**src/hw/ocm_pkg.sv**
```systemverilog
// constants for the output compare match unit
package ocm_pkg;

	// ************************************************************
	// widths
	// ************************************************************
	localparam int DATA_W = 32;
	localparam int ADDR_W = 8;
	localparam int CNT_W = 16;
	localparam int BYTE_W = 8;
	localparam int MODE_W = 4;
	localparam int COM_W = 2;

	// ************************************************************
	// register byte offsets
	// ************************************************************
	localparam logic [ADDR_W-1:0] CTRL_OFS = 8'h00;
	localparam logic [ADDR_W-1:0] FORCE_OFS = 8'h04;
	localparam logic [ADDR_W-1:0] COUNTER_OFS = 8'h08;
	localparam logic [ADDR_W-1:0] CMP_LOW_OFS = 8'h0C;
	localparam logic [ADDR_W-1:0] CMP_HIGH_OFS = 8'h10;
	localparam logic [ADDR_W-1:0] STATUS_OFS = 8'h14;

	// ************************************************************
	// field positions
	// ************************************************************
	localparam int CTRL_MODE_LSB = 0;
	localparam int CTRL_COM_LSB = 4;
	localparam int FORCE_BIT = 0;
	localparam int STAT_FLAG_BIT = 0;
	localparam int STAT_STATE_BIT = 1;

	// ************************************************************
	// reset values and mode codes
	// ************************************************************
	localparam logic [MODE_W-1:0] MODE_RST = 4'h0;
	localparam logic [COM_W-1:0] COM_RST = 2'h0;
	localparam logic [BYTE_W-1:0] BYTE_RST = 8'h00;
	localparam logic [CNT_W-1:0] CMP_RST = 16'h0000;
	localparam logic [MODE_W-1:0] MODE_NORMAL = 4'h0;
	localparam logic [MODE_W-1:0] MODE_CTC_A = 4'h4;
	localparam logic [MODE_W-1:0] MODE_CTC_ICR = 4'hC;
	localparam logic [MODE_W-1:0] MODE_PFC_ICR = 4'h8;
	localparam logic [MODE_W-1:0] MODE_PFC_A = 4'h9;
	localparam logic [MODE_W-1:0] MODE_FAST_LO = 4'h5;
	localparam logic [MODE_W-1:0] MODE_FAST_HI = 4'h7;
	localparam logic [MODE_W-1:0] MODE_FAST_ICR = 4'hE;
	localparam logic [MODE_W-1:0] MODE_FAST_A = 4'hF;

	typedef enum logic [COM_W-1:0] {
		COM_OFF,
		COM_TOGGLE,
		COM_CLEAR,
		COM_SET
	} com_t;

endpackage

```
**src/hw/compare_value_store.sv**
```systemverilog
// staged 16-bit compare value with optional double buffering
`timescale 1ns/1ps

module compare_value_store #(
	parameter int WIDTH = ocm_pkg::CNT_W,
	parameter int BYTE = ocm_pkg::BYTE_W
) (
	input wire logic clk,
	input wire logic rst_n,
	input wire logic high_wr,
	input wire logic low_wr,
	input wire logic [BYTE-1:0] wdata,
	input wire logic buffered,
	input wire logic update,
	output logic [WIDTH-1:0] buffer_val,
	output logic [WIDTH-1:0] active_val
);
	import ocm_pkg::*;

	logic [BYTE-1:0] staged_r;
	logic [WIDTH-1:0] buffer_r;
	logic [WIDTH-1:0] active_r;
	logic [WIDTH-1:0] word_nxt;

	assign word_nxt = {staged_r, wdata};
	assign buffer_val = buffer_r;
	assign active_val = active_r;

	// ************************************************************
	// shared high-byte stage, buffer and active value
	// ************************************************************
	always_ff @(posedge clk or negedge rst_n) begin
		if (!rst_n) begin
			staged_r <= BYTE_RST;
			buffer_r <= CMP_RST;
			active_r <= CMP_RST;
		end else begin
			if (high_wr) begin
				staged_r <= wdata;
			end
			if (low_wr) begin
				buffer_r <= word_nxt;
			end
			if (low_wr && !buffered) begin
				active_r <= word_nxt;
			end else if (buffered && update) begin
				active_r <= buffer_r;
			end
		end
	end

	a_low_completes_word: assert property (@(posedge clk) disable iff (!rst_n)
		low_wr && !buffered |=> active_r == {$past(staged_r), $past(wdata)})
		else $error("low byte write did not complete the word");
	a_high_not_active: assert property (@(posedge clk) disable iff (!rst_n)
		high_wr && !low_wr && !update |=> $stable(active_r))
		else $error("high byte write reached the active value");

endmodule

```
**src/hw/output_compare_match_unit.sv**
```systemverilog
// output compare match unit with apb register access
`timescale 1ns/1ps

module output_compare_match_unit (
	input wire logic CLOCK_IN,
	input wire logic RST_N_IN,
	input wire logic PSEL_IN,
	input wire logic PENABLE_IN,
	input wire logic PWRITE_IN,
	input wire logic [ocm_pkg::ADDR_W-1:0] PADDR_IN,
	input wire logic [ocm_pkg::DATA_W-1:0] PWDATA_IN,
	output logic [ocm_pkg::DATA_W-1:0] PRDATA_OUT,
	output logic PREADY_OUT,
	output logic PSLVERR_OUT,
	input wire logic TICK_IN,
	input wire logic [ocm_pkg::CNT_W-1:0] COUNT_IN,
	input wire logic CEILING_IN,
	input wire logic FLOOR_IN,
	input wire logic COUNT_DOWN_IN,
	input wire logic PORT_IN,
	output logic COUNT_WR_OUT,
	output logic [ocm_pkg::CNT_W-1:0] COUNT_WDATA_OUT,
	output logic MATCH_OUT,
	output logic FLAG_OUT,
	output logic PIN_OUT
);
	import ocm_pkg::*;

	// ************************************************************
	// bus decode
	// ************************************************************
	wire wr_en = PSEL_IN && PENABLE_IN && PWRITE_IN;
	wire rd_en = PSEL_IN && PENABLE_IN && !PWRITE_IN;
	wire hit_ctrl = PADDR_IN == CTRL_OFS;
	wire hit_force = PADDR_IN == FORCE_OFS;
	wire hit_count = PADDR_IN == COUNTER_OFS;
	wire hit_low = PADDR_IN == CMP_LOW_OFS;
	wire hit_high = PADDR_IN == CMP_HIGH_OFS;
	wire hit_stat = PADDR_IN == STATUS_OFS;
	wire hit_any = hit_ctrl || hit_force || hit_count || hit_low || hit_high || hit_stat;
	wire wr_ctrl = wr_en && hit_ctrl;
	wire wr_force = wr_en && hit_force && PWDATA_IN[FORCE_BIT];
	wire wr_count = wr_en && hit_count;
	wire wr_low = wr_en && hit_low;
	wire wr_high = wr_en && hit_high;
	wire clr_flag = wr_en && hit_stat && PWDATA_IN[STAT_FLAG_BIT];

	// ************************************************************
	// state
	// ************************************************************
	logic [MODE_W-1:0] mode_r;
	logic [MODE_W-1:0] mode_nxt;
	logic [COM_W-1:0] com_r;
	logic [COM_W-1:0] com_nxt;
	logic state_r;
	logic state_nxt;
	logic flag_r;
	logic flag_nxt;
	logic block_r;
	logic block_nxt;
	logic match_r;
	logic count_wr_r;
	logic [CNT_W-1:0] count_wdata_r;
	logic [DATA_W-1:0] rdata_r;
	logic [DATA_W-1:0] rdata_nxt;
	logic [CNT_W-1:0] buffer_val;
	logic [CNT_W-1:0] active_val;

	// ************************************************************
	// mode classes
	// ************************************************************
	wire non_pwm = mode_r == MODE_NORMAL || mode_r == MODE_CTC_A || mode_r == MODE_CTC_ICR;
	wire fast_pwm = (mode_r >= MODE_FAST_LO && mode_r <= MODE_FAST_HI) ||
		mode_r == MODE_FAST_ICR || mode_r == MODE_FAST_A;
	wire floor_update = mode_r == MODE_PFC_ICR || mode_r == MODE_PFC_A;
	wire dual_pwm = !non_pwm && !fast_pwm;
	wire buf_update = floor_update ? FLOOR_IN : CEILING_IN;
	wire com_off = com_r == COM_OFF;

	// ************************************************************
	// compare value store
	// ************************************************************
	compare_value_store #(
		.WIDTH(CNT_W),
		.BYTE(BYTE_W)
	) u_store (
		.clk(CLOCK_IN),
		.rst_n(RST_N_IN),
		.high_wr(wr_high),
		.low_wr(wr_low),
		.wdata(PWDATA_IN[BYTE_W-1:0]),
		.buffered(!non_pwm),
		.update(buf_update),
		.buffer_val(buffer_val),
		.active_val(active_val)
	);

	// ************************************************************
	// match detection
	// ************************************************************
	wire equal = COUNT_IN == active_val;
	wire real_match = TICK_IN && equal && !block_r;
	wire forced = wr_force && non_pwm;

	// output action for a match or a forced match
	logic act_set;
	logic act_clr;
	logic act_tgl;
	always_comb begin
		act_set = 1'b0;
		act_clr = 1'b0;
		act_tgl = 1'b0;
		case (com_t'(com_r))
			COM_TOGGLE: act_tgl = non_pwm;
			COM_CLEAR: act_clr = !(dual_pwm && COUNT_DOWN_IN);
			COM_SET: act_set = !(dual_pwm && COUNT_DOWN_IN);
			COM_OFF: act_tgl = 1'b0;
			default: act_tgl = 1'b0;
		endcase
		if (dual_pwm && COUNT_DOWN_IN) begin
			act_set = com_r == COM_CLEAR;
			act_clr = com_r == COM_SET;
		end
	end

	// ceiling action in fast pwm restores the level opposite to the match action
	wire ceil_act = fast_pwm && CEILING_IN && TICK_IN && !real_match;

	always_comb begin
		state_nxt = state_r;
		if (real_match || forced) begin
			if (act_set) begin
				state_nxt = 1'b1;
			end else if (act_clr) begin
				state_nxt = 1'b0;
			end else if (act_tgl) begin
				state_nxt = !state_r;
			end
		end else if (ceil_act) begin
			if (com_r == COM_CLEAR) begin
				state_nxt = 1'b1;
			end else if (com_r == COM_SET) begin
				state_nxt = 1'b0;
			end
		end
	end

	// set wins over the clear; a forced match never sets the flag
	assign flag_nxt = real_match ? 1'b1 : (clr_flag ? 1'b0 : flag_r);
	// a counter write arms the block until the next timer tick
	assign block_nxt = wr_count ? 1'b1 : (TICK_IN ? 1'b0 : block_r);
	assign mode_nxt = wr_ctrl ? PWDATA_IN[CTRL_MODE_LSB +: MODE_W] : mode_r;
	assign com_nxt = wr_ctrl ? PWDATA_IN[CTRL_COM_LSB +: COM_W] : com_r;

	// ************************************************************
	// read data
	// ************************************************************
	wire [CNT_W-1:0] cpu_view = non_pwm ? active_val : buffer_val;
	always_comb begin
		rdata_nxt = '0;
		if (hit_ctrl) begin
			rdata_nxt[CTRL_MODE_LSB +: MODE_W] = mode_r;
			rdata_nxt[CTRL_COM_LSB +: COM_W] = com_r;
		end else if (hit_count) begin
			rdata_nxt[CNT_W-1:0] = COUNT_IN;
		end else if (hit_low) begin
			rdata_nxt[BYTE_W-1:0] = cpu_view[BYTE_W-1:0];
		end else if (hit_high) begin
			rdata_nxt[BYTE_W-1:0] = cpu_view[CNT_W-1:BYTE_W];
		end else if (hit_stat) begin
			rdata_nxt[STAT_FLAG_BIT] = flag_r;
			rdata_nxt[STAT_STATE_BIT] = state_r;
		end
	end

	// ************************************************************
	// registers
	// ************************************************************
	always_ff @(posedge CLOCK_IN or negedge RST_N_IN) begin
		if (!RST_N_IN) begin
			mode_r <= MODE_RST;
			com_r <= COM_RST;
			state_r <= 1'b0;
			flag_r <= 1'b0;
			block_r <= 1'b0;
			match_r <= 1'b0;
			count_wr_r <= 1'b0;
			count_wdata_r <= CMP_RST;
			rdata_r <= '0;
		end else begin
			mode_r <= mode_nxt;
			com_r <= com_nxt;
			state_r <= state_nxt;
			flag_r <= flag_nxt;
			block_r <= block_nxt;
			match_r <= real_match;
			count_wr_r <= wr_count;
			count_wdata_r <= wr_count ? PWDATA_IN[CNT_W-1:0] : count_wdata_r;
			rdata_r <= rd_en ? rdata_nxt : rdata_r;
		end
	end

	// ************************************************************
	// outputs
	// ************************************************************
	assign PREADY_OUT = 1'b1;
	assign PSLVERR_OUT = PSEL_IN && PENABLE_IN && !hit_any;
	assign PRDATA_OUT = rd_en ? rdata_nxt : rdata_r;
	assign COUNT_WR_OUT = count_wr_r;
	assign COUNT_WDATA_OUT = count_wdata_r;
	assign MATCH_OUT = match_r;
	assign FLAG_OUT = flag_r;
	assign PIN_OUT = com_off ? PORT_IN : state_r;

	// ************************************************************
	// checks
	// ************************************************************
	a_match_sets_flag: assert property (@(posedge CLOCK_IN) disable iff (!RST_N_IN)
		TICK_IN && equal && !block_r |=> flag_r && MATCH_OUT)
		else $error("match did not set the flag");
	a_force_no_flag: assert property (@(posedge CLOCK_IN) disable iff (!RST_N_IN)
		forced && !TICK_IN && !flag_r |=> !flag_r && !MATCH_OUT)
		else $error("forced match set the flag");
	a_write_blocks: assert property (@(posedge CLOCK_IN) disable iff (!RST_N_IN)
		wr_count ##1 (TICK_IN && !wr_count) |=> !MATCH_OUT && $stable(flag_r))
		else $error("match not blocked after counter write");
	a_block_held: assert property (@(posedge CLOCK_IN) disable iff (!RST_N_IN)
		wr_count ##1 !TICK_IN [*3] |-> block_r)
		else $error("block released before a timer tick");
	a_force_toggle: assert property (@(posedge CLOCK_IN) disable iff (!RST_N_IN)
		forced && com_r == COM_TOGGLE && !TICK_IN |=> state_r != $past(state_r))
		else $error("forced toggle did not toggle");
	a_force_pwm_ignored: assert property (@(posedge CLOCK_IN) disable iff (!RST_N_IN)
		wr_force && !non_pwm && !TICK_IN |=> $stable(state_r))
		else $error("force acted in a pwm mode");
	a_mode_keeps_state: assert property (@(posedge CLOCK_IN) disable iff (!RST_N_IN)
		wr_ctrl && !TICK_IN && !forced |=> state_r == $past(state_r))
		else $error("mode change altered the output state");
	a_pin_source: assert property (@(posedge CLOCK_IN) disable iff (!RST_N_IN)
		com_off |-> PIN_OUT == PORT_IN)
		else $error("pin not driven by port logic when mode field is zero");
	a_com_immediate: assert property (@(posedge CLOCK_IN) disable iff (!RST_N_IN)
		wr_ctrl && PWDATA_IN[CTRL_COM_LSB +: COM_W] != COM_OFF |=> PIN_OUT == state_r)
		else $error("mode field write did not take effect at once");
	a_clear_match: assert property (@(posedge CLOCK_IN) disable iff (!RST_N_IN)
		real_match && non_pwm && com_r == COM_CLEAR |=> !state_r)
		else $error("clear on match did not clear");
	a_reset_state: assert property (@(posedge CLOCK_IN)
		$rose(RST_N_IN) |-> !state_r)
		else $error("output state not zero after reset");

endmodule
```
**config.mk**
```make
export PLATFORM = sky130hd
export DESIGN_NAME = output_compare_match_unit
export DESIGN_NICKNAME = d
export VERILOG_FILES = /design/src/hw/ocm_pkg.sv /design/src/hw/compare_value_store.sv /design/src/hw/output_compare_match_unit.sv
export SDC_FILE = /design/constraint.sdc
export NUM_CORES = 1
export LEC_CHECK = 0
export BUFFER_PORTS_ARGS = -buffer_cell sky130_fd_sc_hd__buf_2
export CAP_MARGIN = 20
export CORE_AREA = 2 2 114 116
export DETAILED_ROUTE_END_ITERATION = 8
export DIE_AREA = 0 0 116 118
export HOLD_SLACK_MARGIN = 0.08
export MAX_ROUTING_LAYER = met4
export SETUP_SLACK_MARGIN = 0.3
export SYNTH_ARGS = -nofsm -noshare
export SYNTH_HDL_FRONTEND = slang
export SYNTH_SLANG_ARGS = --single-unit
```
**constraint.sdc**
```tcl
create_clock -name CLOCK_IN -period 2.2 [get_ports CLOCK_IN]
set_input_delay 0.44 -clock CLOCK_IN [delete_from_list [all_inputs] [get_ports CLOCK_IN]]
set_output_delay 0.44 -clock CLOCK_IN [all_outputs]
set_load 0.005 [all_outputs]
```
==> reports/qor.yml <==
status: "complete, but fails checks"
violations: "setup timing"
ant_nets: 0
clk_path_buf_depth: 2
rows: 41
chipHeight_um: 118
synth_area_um2: 4650
gp_congestion: 0.856
p_sw_uw: 919
die_w_um: 116
grt_max_degree: 42
synth_commonest_cells: "dfrtp_1, nand2_1, mux2_2"
dp_hpwl_mm: 9.21
postSynthCellCount: 418
core_area_um2: 12400
p_sw_share_pct: 23.6
clkTransAtPathRegs_ns: 0.07
crit_required_ns: 1.76
io_buffer_count: 102
drv_cap: 0
boundaryPins: 120
r2r_cells: 6
cts_made_buffers: 9
worstMarginPinSlew_ns: 0.833
max-vdd-ir-drop_mv: 0.714
htreeDepth: 3
drtIter0Drc: 228
grt_overflow: 0
finalHoldViolations: 0
post_drt_wl_per_cell_um: 17.2
internal-power_mw: 2.98
grt_antenna_before_repair: 0
drt-pass1-iter-count: 4
cp-end-kind: "output port"
diodes: 0
cts_tree: "yes"
ys_types: 44
grt_setup_unrepaired: "true"
synth.area.top_cells: "dfrtp_1, mux2_2, mux2i_1, nand2_1, a21oi_1"
slew_headroom_pct: 43.0
timing.final.crit_share_pct: 114
synthFlopType: "dfrtp_1"
vias_per_cell: 4.90
final_cell_area_um2: 6770
fin_ws_ns: -0.303
worstPathArrival_ns: 2.06
yosysMostFrequentCell: "dfrtp_1"
synthArstFlopShare_pct: 100
remaining_drc_errors: 0
ys_ff_latch: 99
layout.nets: 670
avgSynthCellArea_um2: 11.1
vias: 3823
final_cells: 781
drt-total-wl_mm: 13.4
placed_area_um2: 5690
synth_nets: 484
fillCellCount: 1097
clkSinkCount: 99
met2_usage_pct: 32.6
synth_top_area_share_pct: 53.2
tns_ns: -1.85
area_delta_synth_final_pct: 45.4
power-per-cell-area_nw_per_um2: 577
crit_fanout: 7
timing.fmax_mhz: 400
yosysTopAreaCell: "dfrtp_1"
finalCriticalPeriod_ns: 2.50
crit-reg2reg-launch: "u_store.active_val[0]"
finClkSkew_ns: 0.00907
grt_pass1_vias: 3873
worstHoldPathType: "primary input to asynchronous set/reset pin"
clk_latency_ns: 0.36
grt_util_met3_pct: 5.20
p_leak_nw: 3.43
yosys_warnings: 0
start_util_pct: 37.5
grt_usage_pct: 20.5
synth_sequential_area_ratio_pct: 53.2
grt_pass1_wl_mm: 20.5
clockRootBuffer: "clkbuf_16"
synth-edff-count: 0
clkPwrFrac_pct: 44.2
comb_power_share_pct: 8.6
setup_viol: 8
busiest_layer: "met2"
r2r_slack_ns: 0.36
drive_gt1_share_pct: 50.6
criticalPathCategory: "flop to output port"
p_seq_share_pct: 47.3
fin_util_pct: 54.5
regToRegEndpoint: "state_r"
die_area_um2: 13700
drv_slew: 0
use_met1_pct: 25.9
startpoint_type: "flop"
numPlacedInstances: 717
## power groups by stage
stage	sequential (mW)	clock, mW	combinational, mW
after floorplan	1.88	0	0.104
after global placement	1.88	0	0.278
after detailed placement	1.88	0	0.286
after CTS	1.84	1.77	0.309
after global routing	1.85	1.85	0.360
final	1.85	1.72	0.334
## worst max path at each step
stage | cells after the start | startpoint | end
6_report | 8 | mode_r[1] | PRDATA_OUT[1]
5_1_grt | 8 | mode_r[1] | PRDATA_OUT[5]
4_1_cts | 8 | mode_r[2] | PRDATA_OUT[1]
3_5_place_dp | 8 | PADDR_IN[5] | PRDATA_OUT[4]
3_3_place_gp | 8 | PADDR_IN[5] | PRDATA_OUT[4]
2_1_floorplan | 5 | PADDR_IN[5] | PRDATA_OUT[6]
## worst max-delay path, cell delays in order (launching register included)
cell     delay [ns]
dfrtp_1        0.41
nor2_4         0.13
and2_4         0.19
buf_12         0.13
mux2i_1        0.26
o21ai_1        0.10
a21oi_2        0.22
o31ai_4        0.10
buf_2          0.16
## what timing repair did
| action | 4_1_cts | 5_1_grt |
|---|---|---|
| cloned | 1 | 1 |
| buffers inserted | 34 | 12 |
| pin swaps | 29 | 18 |
| hold buffers | 0 | 0 |
| endpoints found under the setup margin | 34 | 40 |
| gates resized for setup | 39 | 53 |
## per-layer routing
layer  share of wire (%)  vias up  wire, um
met5                   0        -         0
met4                 1.5        0       195
met3                 4.8       15       641
met2                  50       86      6750
met1                  43     1876      5830
li1                    -     1846         -
## registers in the layout, summed over array words and instances, names as in the netlist
register	cells
FLAG_OUT	1
com_r	2
u_store.staged_r	8
u_store.buffer_val	16
COUNT_WDATA_OUT	16
COUNT_WR_OUT	1
u_store.active_val	16
mode_r	4
state_r	1
MATCH_OUT	1
rdata_r	32
block_r	1
## metrics by stage
stage / total power, mW / hold slack (ns) / setup slack [ns]
final: 3.90 / 0.0772 / -0.303
after global routing: 4.05 / 0.111 / -0.390
after CTS: 3.93 / 0.0891 / -0.270
after detailed placement: 2.17 / 0.453 / -0.103
after floorplan: 1.98 / 0.144 / 0.287
after global placement: 2.16 / 0.447 / -0.0728
## cell type report
type	count	area [um2]	area share [%]
clock inverter	7	101	1.50
inverter	5	21.3	0.314
sequential	99	2480	36.7
timing repair buffer	192	1410	20.8
multi-input combinational	297	2310	34.2
clock buffer	9	225	3.33
tap	172	215	3.18
## cells by family (layout without fill, tap and decap cells)
group	after synthesis	after routing	share of synthesized area [%]
other	1	1	0.0806
XOR/XNOR	18	18	3.39
buffers and inverters	23	213	2.88
multiplexers	72	72	16.7
AND/OR/NAND/NOR	138	139	14.9
AO/OA/AOI/OAI	67	67	8.82
flip-flops	99	99	53.2
## placed cells by master, fill, tap and decap left out, types with 3 or more instances in the layout
cell type,count
dfrtp_1,97
a31oi_1,3
buf_12,7
clkbuf_16,10
nand3_1,5
a21oi_1,27
buf_2,98
inv_1,4
nand2_2,10
and2_1,16
o21ai_1,8
mux2i_1,25
buf_6,25
xnor2_1,8
o21ai_0,5
nand3_4,6
a22oi_1,3
nor2_2,3
xor2_1,9
o22ai_1,4
buf_4,59
nand3_2,3
a21oi_2,4
nor2_4,4
mux2_2,44
nor3_4,3
nand4_1,3
nor2_1,24
nand2_1,43
No activity file was read; power rests on OpenSTA's default activity.
